File: src/isp_lock_pkg.sv
// isp_lock_pkg: constants and carrier types for the service-program lock and entry block
// assumes a 16-bit flash address space and an AXI4-Lite register port with 32-bit data
`default_nettype none
package isp_lock_pkg;
  // register byte offsets
  localparam logic [3:0] OFS_CONTROL = 4'h0;
  localparam logic [3:0] OFS_STATUS = 4'h4;
  localparam logic [3:0] OFS_REGION = 4'h8;
  localparam logic [3:0] OFS_CONFIG = 4'hC;
  // control fields (write-one pulses)
  localparam int CTL_JUMP_SERVICE = 0;
  localparam int CTL_JUMP_ZERO = 1;
  // status field positions
  localparam int STS_FLAGS_LSB = 0;
  localparam int STS_COUNT_LSB = 4;
  localparam int STS_PROTECT = 9;
  localparam int STS_ENABLED = 10;
  localparam int STS_IN_SERVICE = 11;
  localparam int STS_PULSES_LSB = 12;
  // region geometry, erased and protected read bytes, entry pulse count
  localparam logic [4:0] COUNT_MAX = 5'h10;
  localparam logic [7:0] BLOCK_ZERO_LSB = 8'h00;
  localparam logic [15:0] ADDR_ZERO = 16'h0000;
  localparam logic [7:0] ERASED_BYTE = 8'hFF;
  localparam logic [7:0] PROTECTED_READ = 8'h00;
  localparam logic [1:0] PULSES_NEEDED = 2'h2;
  // reset values
  localparam logic [4:0] COUNT_RESET = 5'h00;
  localparam logic [7:0] ENTRY_EN_RESET = 8'h00;
  // axi responses
  localparam logic [1:0] RESP_OKAY = 2'h0;
  localparam logic [1:0] RESP_SLVERR = 2'h2;
  // pin synchroniser width: strapA, strapB, strapC, clockDetect, porWindow, padWindow
  localparam int SYNC_W = 6;

  // flash operation kinds
  typedef enum logic [1:0] {
    OP_BYTE_PROGRAM,
    OP_PAGE_ERASE,
    OP_CHIP_ERASE,
    OP_NONE
  } flash_op_t;

  // one flash modify request
  typedef struct packed {
    logic valid;
    flash_op_t kind;
    logic [15:0] addr;
    logic [7:0] data;
  } flash_req_t;

  // latched nonvolatile configuration
  typedef struct packed {
    logic [4:0] count;
    logic protect;
    logic [7:0] entryEn;
  } nv_cfg_t;
endpackage : isp_lock_pkg
`default_nettype wire

File: src/pin_sync.sv
// pin_sync: two-flop synchroniser for asynchronous pin levels
// assumes inputs are plain levels; only the second stage is read outside
`default_nettype none
module pin_sync (
  input wire logic clock, // system clock
  input wire logic reset, // synchronous, active high
  input wire logic [isp_lock_pkg::SYNC_W-1:0] pinIn, // raw pin levels
  output logic [isp_lock_pkg::SYNC_W-1:0] pinOut // synchronised levels
);
  typedef struct packed {
    logic [isp_lock_pkg::SYNC_W-1:0] meta;
    logic [isp_lock_pkg::SYNC_W-1:0] stable;
  } sync_state_t;

  sync_state_t state_r;
  sync_state_t state_nxt;

  // each bit passes two flops; straps idle high so reset to ones
  always_comb begin
    state_nxt = state_r;
    for (int i = 0; i < isp_lock_pkg::SYNC_W; i++) begin
      state_nxt.meta[i] = pinIn[i];
      state_nxt.stable[i] = state_r.meta[i];
    end
  end

  always_ff @(posedge clock) begin
    if (reset) begin
      state_r <= '{meta: '1, stable: '1};
    end else begin
      state_r <= state_nxt;
    end
  end

  assign pinOut = state_r.stable;
endmodule : pin_sync
`default_nettype wire

File: src/isp_space_lock_and_entry.sv
// isp_space_lock_and_entry: service-region lock, read protection and boot-entry decision
// assumes cpu and flash array on the same clock; straps and reset windows are async pins
`default_nettype none
module isp_space_lock_and_entry (
  input wire logic clock, // system clock, 250 MHz
  input wire logic reset, // synchronous, active high
  // hardware reset windows and pins (asynchronous)
  input wire logic porWindow, // power-on reset period active
  input wire logic padWindow, // pad reset period active
  input wire logic strap_input_a, // strap a, active low
  input wire logic strap_input_b, // strap b, active low
  input wire logic strap_input_c, // strap c, active low
  input wire logic clock_detect_input, // clock-detect pin
  // nonvolatile configuration and flash state
  input wire logic [4:0] nvLockCount, // configured block count
  input wire logic nvProtect, // read protection applied
  input wire logic [7:0] nvEntryEn, // selected entry mechanisms
  input wire logic [7:0] firstByte, // flash byte at address zero
  input wire logic powerDown, // cpu in power-down mode
  // cpu side
  input wire isp_lock_pkg::flash_req_t cpuReq, // modify request, one-cycle valid
  input wire logic cpuRdReq, // fetch/read request pulse
  input wire logic [15:0] cpuRdAddr, // read address
  output isp_lock_pkg::flash_req_t flashReq, // filtered request to array
  output logic [15:0] eraseKeepFrom, // chip erase spares from here up
  output logic reqRejected, // pulse: request dropped
  output logic flashRdReq, // read request to array
  output logic [15:0] flashRdAddr, // read address to array
  input wire logic [7:0] flashRdData, // array read data, same cycle as flashRdReq
  output logic cpuRdValid, // pulse: read data valid
  output logic [7:0] cpuRdData, // filtered read data
  output logic pcLoad, // pulse: load program counter
  output logic [15:0] pcLoadAddr, // program counter value
  output logic serviceMode, // executing service program
  // axi4-lite slave
  input wire logic [3:0] s_axi_awaddr, // write address
  input wire logic s_axi_awvalid, // write address valid
  output logic s_axi_awready, // write address ready
  input wire logic [31:0] s_axi_wdata, // write data
  input wire logic [3:0] s_axi_wstrb, // write strobes
  input wire logic s_axi_wvalid, // write data valid
  output logic s_axi_wready, // write data ready
  output logic [1:0] s_axi_bresp, // write response
  output logic s_axi_bvalid, // write response valid
  input wire logic s_axi_bready, // write response ready
  input wire logic [3:0] s_axi_araddr, // read address
  input wire logic s_axi_arvalid, // read address valid
  output logic s_axi_arready, // read address ready
  output logic [31:0] s_axi_rdata, // read data
  output logic [1:0] s_axi_rresp, // read response
  output logic s_axi_rvalid, // read response valid
  input wire logic s_axi_rready // read response ready
);
  typedef enum logic [1:0] {
    PH_IDLE,
    PH_WINDOW,
    PH_RUN
  } phase_t;

  typedef struct packed {
    phase_t phase;
    isp_lock_pkg::nv_cfg_t cfg;
    logic porSeen;
    logic padSeen;
    logic [2:0] strapLow; // a, b, c sampled low
    logic clkPrev;
    logic [1:0] pulses;
    logic [3:0] flags;
    logic inService;
    logic [15:0] start;
    isp_lock_pkg::flash_req_t fReq;
    logic [15:0] keepFrom;
    logic rejected;
    logic rdReq;
    logic [15:0] rdAddr;
    logic rdPend;
    logic rdValid;
    logic [7:0] rdData;
    logic pcLoad;
    logic [15:0] pcAddr;
    logic awHeld;
    logic [3:0] awAddr;
    logic wHeld;
    logic [31:0] wData;
    logic [3:0] wStrb;
    logic bValid;
    logic [1:0] bResp;
    logic rValid;
    logic [31:0] rData;
    logic [1:0] rResp;
  } state_t;

  state_t state_r;
  state_t state_nxt;
  logic [isp_lock_pkg::SYNC_W-1:0] pinsSync;

  // pins come from outside the clock domain; window pins enter inverted so that
  // the all-ones reset of the synchroniser reads as no window, not a false one
  pin_sync syncPins (
    .clock(clock),
    .reset(reset),
    .pinIn({!padWindow, !porWindow, clock_detect_input, strap_input_c, strap_input_b,
      strap_input_a}),
    .pinOut(pinsSync)
  );

  logic strapA;
  logic strapB;
  logic strapC;
  logic clkDet;
  logic porLvl;
  logic padLvl;
  assign strapA = pinsSync[0];
  assign strapB = pinsSync[1];
  assign strapC = pinsSync[2];
  assign clkDet = pinsSync[3];
  assign porLvl = !pinsSync[4];
  assign padLvl = !pinsSync[5];

  // helpers computed from state and inputs
  logic enabled;
  logic [15:0] regionStart;
  logic [3:0] cond;
  logic [3:0] fired;
  logic inRegion;
  logic doWrite;
  logic [31:0] statusWord;

  // region grows down from the top; wraps 0x10000 - N*256 in 16 bits
  always_comb begin
    enabled = (state_r.cfg.count != 5'h00) && (state_r.cfg.count <= isp_lock_pkg::COUNT_MAX);
    regionStart = 16'(ADDR_ZERO_EXT() - {3'b000, state_r.cfg.count, isp_lock_pkg::BLOCK_ZERO_LSB});
    inRegion = enabled && (cpuReq.addr >= regionStart);
    cond[0] = (firstByte == isp_lock_pkg::ERASED_BYTE);
    cond[1] = state_r.strapLow[0] && state_r.strapLow[1];
    cond[2] = state_r.strapLow[2];
    cond[3] = (state_r.pulses >= isp_lock_pkg::PULSES_NEEDED);
    statusWord = 32'h0000_0000;
    statusWord[isp_lock_pkg::STS_FLAGS_LSB +: 4] = state_r.flags;
    statusWord[isp_lock_pkg::STS_COUNT_LSB +: 5] = state_r.cfg.count;
    statusWord[isp_lock_pkg::STS_PROTECT] = state_r.cfg.protect;
    statusWord[isp_lock_pkg::STS_ENABLED] = enabled;
    statusWord[isp_lock_pkg::STS_IN_SERVICE] = state_r.inService;
    statusWord[isp_lock_pkg::STS_PULSES_LSB +: 2] = state_r.pulses;
    doWrite = state_r.awHeld && state_r.wHeld && !state_r.bValid;
  end

  // each mechanism pairs a condition with the resets seen while the window stood
  for (genvar k = 0; k < 4; k++) begin : gMech
    assign fired[k] = cond[k] && ((state_r.porSeen && state_r.cfg.entryEn[2*k]) ||
      (state_r.padSeen && state_r.cfg.entryEn[2*k+1]));
  end

  function automatic logic [16:0] ADDR_ZERO_EXT();
    ADDR_ZERO_EXT = {1'b1, isp_lock_pkg::ADDR_ZERO};
  endfunction : ADDR_ZERO_EXT

  // next-state logic for the whole block
  always_comb begin
    state_nxt = state_r;
    state_nxt.pcLoad = 1'b0;
    state_nxt.rejected = 1'b0;
    state_nxt.fReq.valid = 1'b0;
    state_nxt.rdReq = 1'b0;
    state_nxt.rdValid = 1'b0;
    state_nxt.clkPrev = clkDet;

    // reset-window sampling and boot decision
    case (state_r.phase)
      PH_IDLE, PH_RUN: begin
        if (porLvl || padLvl) begin
          state_nxt.phase = PH_WINDOW;
          state_nxt.porSeen = porLvl;
          state_nxt.padSeen = padLvl;
          state_nxt.pulses = 2'h0;
          state_nxt.flags = 4'h0;
          state_nxt.inService = 1'b0;
        end
      end
      PH_WINDOW: begin
        // configuration only moves while a hardware reset is held
        state_nxt.cfg = '{count: nvLockCount, protect: nvProtect, entryEn: nvEntryEn};
        state_nxt.strapLow = {!strapC, !strapB, !strapA};
        state_nxt.porSeen = state_r.porSeen || porLvl;
        state_nxt.padSeen = state_r.padSeen || padLvl;
        if (clkDet && !state_r.clkPrev && state_r.pulses != 2'h3) begin
          state_nxt.pulses = 2'(state_r.pulses + 2'h1);
        end
        if (!porLvl && !padLvl) begin
          // window closed: choose boot address
          state_nxt.phase = PH_RUN;
          state_nxt.pcLoad = 1'b1;
          if (enabled && !powerDown && (fired != 4'h0)) begin
            state_nxt.flags = fired;
            state_nxt.inService = 1'b1;
            state_nxt.pcAddr = regionStart;
          end else begin
            state_nxt.pcAddr = isp_lock_pkg::ADDR_ZERO;
          end
        end
      end
      default: begin
        state_nxt.phase = PH_IDLE;
      end
    endcase
    state_nxt.start = regionStart;

    // modify requests: the region is out of reach from inside the chip
    if (cpuReq.valid) begin
      state_nxt.fReq = cpuReq;
      state_nxt.keepFrom = enabled ? regionStart : isp_lock_pkg::ADDR_ZERO;
      if (cpuReq.kind == isp_lock_pkg::OP_CHIP_ERASE) begin
        state_nxt.fReq.valid = 1'b1;
      end else if (cpuReq.kind == isp_lock_pkg::OP_NONE || inRegion) begin
        state_nxt.fReq.valid = 1'b0;
        state_nxt.rejected = 1'b1;
      end
    end

    // reads: array answers next cycle, protection forces zero
    state_nxt.rdPend = cpuRdReq;
    if (cpuRdReq) begin
      state_nxt.rdReq = 1'b1;
      state_nxt.rdAddr = cpuRdAddr;
    end
    if (state_r.rdPend) begin
      state_nxt.rdValid = 1'b1;
      state_nxt.rdData = state_r.cfg.protect ? isp_lock_pkg::PROTECTED_READ : flashRdData;
    end

    // axi write channel: address and data taken in either order
    if (s_axi_awvalid && !state_r.awHeld && !state_r.bValid) begin
      state_nxt.awHeld = 1'b1;
      state_nxt.awAddr = s_axi_awaddr;
    end
    if (s_axi_wvalid && !state_r.wHeld && !state_r.bValid) begin
      state_nxt.wHeld = 1'b1;
      state_nxt.wData = s_axi_wdata;
      state_nxt.wStrb = s_axi_wstrb;
    end
    if (doWrite) begin
      state_nxt.awHeld = 1'b0;
      state_nxt.wHeld = 1'b0;
      state_nxt.bValid = 1'b1;
      state_nxt.bResp = isp_lock_pkg::RESP_OKAY;
      case (state_r.awAddr)
        isp_lock_pkg::OFS_CONTROL: begin
          if (state_r.wStrb[0] && state_r.wData[isp_lock_pkg::CTL_JUMP_ZERO]) begin
            state_nxt.pcLoad = 1'b1;
            state_nxt.pcAddr = isp_lock_pkg::ADDR_ZERO;
            state_nxt.inService = 1'b0;
          end else if (state_r.wStrb[0] && state_r.wData[isp_lock_pkg::CTL_JUMP_SERVICE] &&
              enabled && !powerDown) begin
            state_nxt.pcLoad = 1'b1;
            state_nxt.pcAddr = regionStart;
            state_nxt.inService = 1'b1;
          end
        end
        isp_lock_pkg::OFS_STATUS, isp_lock_pkg::OFS_REGION, isp_lock_pkg::OFS_CONFIG: begin
          state_nxt.bResp = isp_lock_pkg::RESP_OKAY; // read-only, write ignored
        end
        default: begin
          state_nxt.bResp = isp_lock_pkg::RESP_SLVERR;
        end
      endcase
    end
    if (state_r.bValid && s_axi_bready) begin
      state_nxt.bValid = 1'b0;
    end

    // axi read channel: one cycle from address to data
    if (s_axi_arvalid && !state_r.rValid) begin
      state_nxt.rValid = 1'b1;
      state_nxt.rResp = isp_lock_pkg::RESP_OKAY;
      case (s_axi_araddr)
        isp_lock_pkg::OFS_CONTROL: state_nxt.rData = 32'h0000_0000;
        isp_lock_pkg::OFS_STATUS: state_nxt.rData = statusWord;
        isp_lock_pkg::OFS_REGION: state_nxt.rData = {16'h0000, regionStart};
        isp_lock_pkg::OFS_CONFIG: state_nxt.rData = {24'h00_0000, state_r.cfg.entryEn};
        default: begin
          state_nxt.rData = 32'h0000_0000;
          state_nxt.rResp = isp_lock_pkg::RESP_SLVERR;
        end
      endcase
    end else if (state_r.rValid && s_axi_rready) begin
      state_nxt.rValid = 1'b0;
    end
  end

  // one register bank for all state
  always_ff @(posedge clock) begin
    if (reset) begin
      state_r <= '0;
      state_r.phase <= PH_IDLE;
      state_r.cfg <= '{count: isp_lock_pkg::COUNT_RESET, protect: 1'b0,
        entryEn: isp_lock_pkg::ENTRY_EN_RESET};
      state_r.fReq.kind <= isp_lock_pkg::OP_NONE;
    end else begin
      state_r <= state_nxt;
    end
  end

  // every output straight from a flop, except the three ready outputs, which are gated from flops
  assign flashReq = state_r.fReq;
  assign eraseKeepFrom = state_r.keepFrom;
  assign reqRejected = state_r.rejected;
  assign flashRdReq = state_r.rdReq;
  assign flashRdAddr = state_r.rdAddr;
  assign cpuRdValid = state_r.rdValid;
  assign cpuRdData = state_r.rdData;
  assign pcLoad = state_r.pcLoad;
  assign pcLoadAddr = state_r.pcAddr;
  assign serviceMode = state_r.inService;
  assign s_axi_awready = !state_r.awHeld && !state_r.bValid;
  assign s_axi_wready = !state_r.wHeld && !state_r.bValid;
  assign s_axi_bvalid = state_r.bValid;
  assign s_axi_bresp = state_r.bResp;
  assign s_axi_arready = !state_r.rValid;
  assign s_axi_rvalid = state_r.rValid;
  assign s_axi_rdata = state_r.rData;
  assign s_axi_rresp = state_r.rResp;
endmodule : isp_space_lock_and_entry
`default_nettype wire

File: config.mk
export PLATFORM = sky130hd
export DESIGN_NAME = isp_space_lock_and_entry
export DESIGN_NICKNAME = d
export VERILOG_FILES = /design/src/isp_lock_pkg.sv /design/src/pin_sync.sv /design/src/isp_space_lock_and_entry.sv
export SDC_FILE = /design/constraint.sdc
export NUM_CORES = 1
export LEC_CHECK = 0
export BUFFER_PORTS_ARGS = -buffer_cell sky130_fd_sc_hd__buf_2
export CORE_ASPECT_RATIO = 0.5
export CORE_MARGIN = 10
export CORE_UTILIZATION = 52
export DETAILED_ROUTE_END_ITERATION = 6
export GPL_TIMING_DRIVEN = 1
export HOLD_SLACK_MARGIN = 0.03
export PLACE_DENSITY = 0.9
export SKIP_CTS_REPAIR_TIMING = 1
export SYNTH_ARGS = -nofsm -noshare
export SYNTH_HDL_FRONTEND = slang
export SYNTH_SLANG_ARGS = --single-unit
File: constraint.sdc
create_clock -name clock -period 5.5 [get_ports clock]
set_input_delay 1.1 -clock clock [delete_from_list [all_inputs] [get_ports clock]]
set_output_delay 1.1 -clock clock [all_outputs]
set_load 0.005 [all_outputs]
# --- After elaboration in Yosys (flattened, before gate mapping) ---
# Cells that the tools add are included.
# Widths: inputs -> output; s select.
totals:
  regBits: 176
  output_inout_bits: 129
  elab_cells: 166
classes:
  addsub: 2
  order_cmp: 3
  n_eq_ne: 16
  muxes: 34
  n_bitwise: 1
  n_reduce_logical: 74
op_table:
  columns: ["op", "count"]
  rows:
  - ["$mux 17", 6]
  - ["$pmux 16 s3", 1]
  - ["$logic_and 1x1->1", 35]
  - ["$mux 16", 2]
  - ["$mux 18", 1]
  - ["$eq 4x4->1 const B", 4]
  - ["$ge 16x16->1", 1]
  - ["$mux 5", 3]
  - ["$pmux 7 s2", 1]
  - ["$sub 1x13->14 const A", 1]
  - ["$logic_not 1->1", 13]
  - ["$mux 2", 6]
  - ["$ne 2x2->1 const B", 5]
  - ["$mux 1", 9]
  - ["$mux 9", 1]
  - ["$eq 4x3->1 const B", 2]
  - ["$eq 8x8->1 const B", 1]
  - ["$logic_not 4->1", 2]
  - ["$logic_or 1x1->1", 8]
  - ["$mux 8", 1]
  - ["$pmux 2 s2", 2]
  - ["$reduce_or 2->1", 4]
  - ["$reduce_or 4->1", 2]
  - ["$mux 7", 1]
  - ["14 further kinds", 18]

# --- Logic depth before layout (Yosys ltp) ---
logic_depth:
  word_depth: 12
  depth_mapped: 11

# --- By module ---
# A second synthesis with hierarchy kept.
unflattened:
  cells_unflattened: 697
  area_unflattened_um2: 6468.7
by_module_without_submodules:
  columns: ["mod", "n_inst", "cells_per_inst", "area_each_um2", "seq_area_each_um2"]
  rows:
  - ["isp_space_lock_and_entry", 1, 672, 6148.4, 2682.6]
  - ["pin_sync", 1, 25, 320.3, 240.2]

# --- Least setup slack after synthesis ---
# No wires, ideal clock.
synth_timing:
  kind: "register to register"
  start: "register state_r[206] (netlist name)"
  end: "register state_r, in the netlist reqRejected"
  arrival_time_ns: 2.141
  required_ns: 5.372
  slack_ns: 3.231
  path_stages_with_launch: 12
  path_cell_list: "dfxtp_1 -> inv_1 -> ha_1 -> nor3b_2 -> xnor2_2 -> clkinv_2 -> ha_1 -> and4_1 -> o21ai_0 -> a21oi_1 -> o31a_1 -> nor3b_1"
synth_via:
  elab_chain_cells: 5
  word_cells_on_any_way: 8
synth_lines:
  columns: ["element", "line_no", "rtl"]
  rows:
  - ["start, declared", "isp_space_lock_and_entry.sv:93", "state_t state_r;"]
  - ["start signal, assigned", "isp_space_lock_and_entry.sv:299", "state_r <= state_nxt;"]
  - ["$sub 1x13->14, or another cell as far along", "isp_space_lock_and_entry.sv:132", "regionStart = 16'(ADDR_ZERO_EXT() - {3'b000, state_r.cfg.count, isp_lock_pkg::BLOCK_ZERO_LSB});"]
  - ["$ge 16x16->1 or $logic_and 1x1->1 (tied branches)", "isp_space_lock_and_entry.sv:133, isp_space_lock_and_entry.sv:131", null]
  - ["$logic_and 1x1->1 (*)", "isp_space_lock_and_entry.sv:133", "inRegion = enabled && (cpuReq.addr >= regionStart);"]
  - ["$logic_or 1x1->1 (*)", "isp_space_lock_and_entry.sv:214", "end else if (cpuReq.kind == isp_lock_pkg::OP_NONE || inRegion) begin"]
  - ["$mux 1 (*)", "isp_space_lock_and_entry.sv:214", null]
# Every way passes the cells marked *; elsewhere a longest branch is shown, timed or not.
# A chain may end at the register's enable or synchronous reset.

# --- Worst setup path in the final report ---
# Ends and elaborated chain as after synthesis.

==> results.ini <==
[routing]
drt_iter0_drc=267
viasPerCell=5.05
wl_per_cell_microns=16.6
drc_errors=0
totalWireLength_microns=16100
ant_nets=0
drt_pass1_iterations=5
vias=4889

[outcome]
status=completed

[layout]
area_delta_synth_final_pct=14.1
antenna_cells=0
final_cell_mix=buf_2, dfxtp_1, nor2_1
seq_area_sq_mm=0.00292
final_core_util_pct=61.5
final_area_sq_mm=0.00734
drive_gt1_share_pct=31.6
multi_input_area_sq_mm=0.00254
layout_commonest_cell=buf_2
fill_cells=954
layout.nets=933

[critical_path]
endpoint=reqRejected
worst_ep_required_time_ns=5.75
cp.arrival_ns=2.91
end_kind=register
r2r_cells=11
reg2reg_setup_slack_ns=2.83
r2r-start=state_r[206]
start_kind=register
critPathMaxFanout=6
r2r-end=reqRejected
crit_start=state_r[206]
crit_type=reg -> reg

[synth]
synth_top_cell_by_area=dfxtp_1
synth_top_area_share_pct=45.4
async_reset_ff_share_pct=0
ys_types=50
syn_area_sq_mm=0.00644
ys_ff_latch=146
syn-instance-count=693
ys_seq_area_share_pct=45.4
synth.area.top_cells=dfxtp_1, buf_4, mux2i_1
synth-edff-count=0
yosysWarnings=0
postSynthAreaPerCell_sq_um=9.29
synth-main-ff-cell=dfxtp_1

[global_route]
grt_pass1_wl_microns=25400
antenna_found_initial=1
track_usage_pct=17.9
grt_pass1_vias=5125
grt.overflow.total=0
grt_max_degree=104

[cts]
clockBufferDepth=2
cts_sinks=146
root_buffer=clkbuf_16
cts_tree=done
path_clk_slew_ns=0.06
htreeDepth=4
numCtsBuffers=17
clock_latency_ns=0.41

[sta]
tightestPinTransition_ns=0.996
finalHoldWorstSlack_ns=0.407
rsz0062_at_grt=false
setup_viol=0
hold_viol=0
fin_crit_ns=2.67
slew_violations=0
setup_ws_ns=2.83
fin_crit_sh_pct=48.5
fin_setup_tns_ns=0
skew_ns=0.00799
fmax_mhz=375
slew_headroom_pct=33.6

[run]
max_cap_viol_count=0

[floorplan]
top_level_ports=261
dieHeight_microns=98.7
dieArea_sq_mm=0.0175
start_util_pct=53.9
placementRows=28
fp.dieW_microns=177
core-area_sq_mm=0.0119

[place]
portBuffers=201
gp_congestion=0.855
dp_worst_setup_slack_ns=2.56
hpwl_microns=11900
place_area_sq_mm=0.00674

[power_and_ir_drop]
power_leakage_nw=3.46
p_per_area_mw_per_mm2=346
ir_drop_uv=172

[min_path]
min_path_type=reg -> reg

cell families (layout without fill, tap and decap cells):
family,Yosys count,in the layout,synth area share (%)
DFF,146,146,45.4
adders and majority gates,11,11,2.14
xor gates and xnor gates,5,5,0.797
AOI/OAI and AO/OA,98,98,10.3
buffers and inverters,162,247,16.6
other,1,26,0.0583
and+or+nand+nor,214,214,16.0
muxes,56,56,8.71
power breakdown:
part           leakage (nW)  internal (W)  switching (W)
clock                 0.293      0.000725       0.000445
combinational          1.98      0.000109       0.000135
sequential             1.19       0.00110      0.0000281
total                  3.46       0.00194       0.000607
cells in the mapped netlist, types with 7 or more instances:
library cell	instances
and2_1	13
inv_1	10
a22oi_1	8
a2bb2oi_1	8
o21ai_0	11
nor2_1	90
dfxtp_1	146
clkbuf_1	25
a21oi_1	39
nor3_1	7
ha_1	11
mux2i_1	56
buf_4	119
o2bb2ai_1	9
or2_2	11
nor2b_1	18
nand2b_1	9
nand2_1	45
routing by layer:
layer / vias up / global-route usage (%) / routed length, microns
li1: 2365 / - / -
met5: - / 0 / 7
met3: 41 / 6.13 / 1410
met2: 226 / 30.6 / 7710
met1: 2255 / 19.8 / 6530
met4: 2 / 8.03 / 431
layout make-up:
| class | instances | share of cell area (%) |
|---|---|---|
| Multi-Input combinational cell | 410 | 34.6 |
| Tap cell | 165 | 2.81 |
| Clock inverter | 13 | 2.18 |
| Inverter | 12 | 0.631 |
| Clock buffer | 19 | 6.03 |
| Sequential cell | 146 | 39.8 |
| Timing Repair Buffer | 203 | 13.9 |
per-stage QoR:
| stage | cells | power, W |
|---|---|---|
| after floorplan | 718 | 0.00134 |
| after global placement | 936 | 0.00138 |
| after detailed placement | 936 | 0.00139 |
| after CTS | 968 | 0.00256 |
| after global routing | 968 | 0.00264 |
| final | 968 | 0.00254 |
flip-flops by register name, indices dropped and copies added (netlist names), 6 cells and up:
| signal | count |
|---|---|
| s_axi_rdata | 15 |
| state_r | 36 |
| flashReq | 27 |
| pcLoadAddr | 16 |
| syncPins.pinOut | 6 |
| flashRdAddr | 16 |
| syncPins.state_nxt | 6 |
| cpuRdData | 8 |
| eraseKeepFrom | 6 |
critical path, stage by stage, from the launching register on:
cell and delay (ns):
dfxtp_1 0.40, inv_1 0.13, ha_1 0.22, nor3b_2 0.18, xnor2_2 0.29, clkinv_2 0.22
ha_1 0.31, and4_1 0.17, o21ai_0 0.07, a21oi_1 0.08, o31a_1 0.30, nor3b_1 0.15
worst min-delay path by stage:
stage	from	to	slack [ns]	cells past startpoint
after global routing	syncPins.state_nxt[2]	syncPins.pinOut[2]	0.42	1
after floorplan	syncPins.state_nxt[0]	syncPins.pinOut[0]	0.39	1
after global placement	syncPins.state_nxt[0]	syncPins.pinOut[0]	0.39	1
after CTS	syncPins.state_nxt[2]	syncPins.pinOut[2]	0.41	1
final	syncPins.state_nxt[2]	syncPins.pinOut[2]	0.41	1
after detailed placement	syncPins.state_nxt[2]	syncPins.pinOut[2]	0.39	1
(Power assumes the default switching activity.)
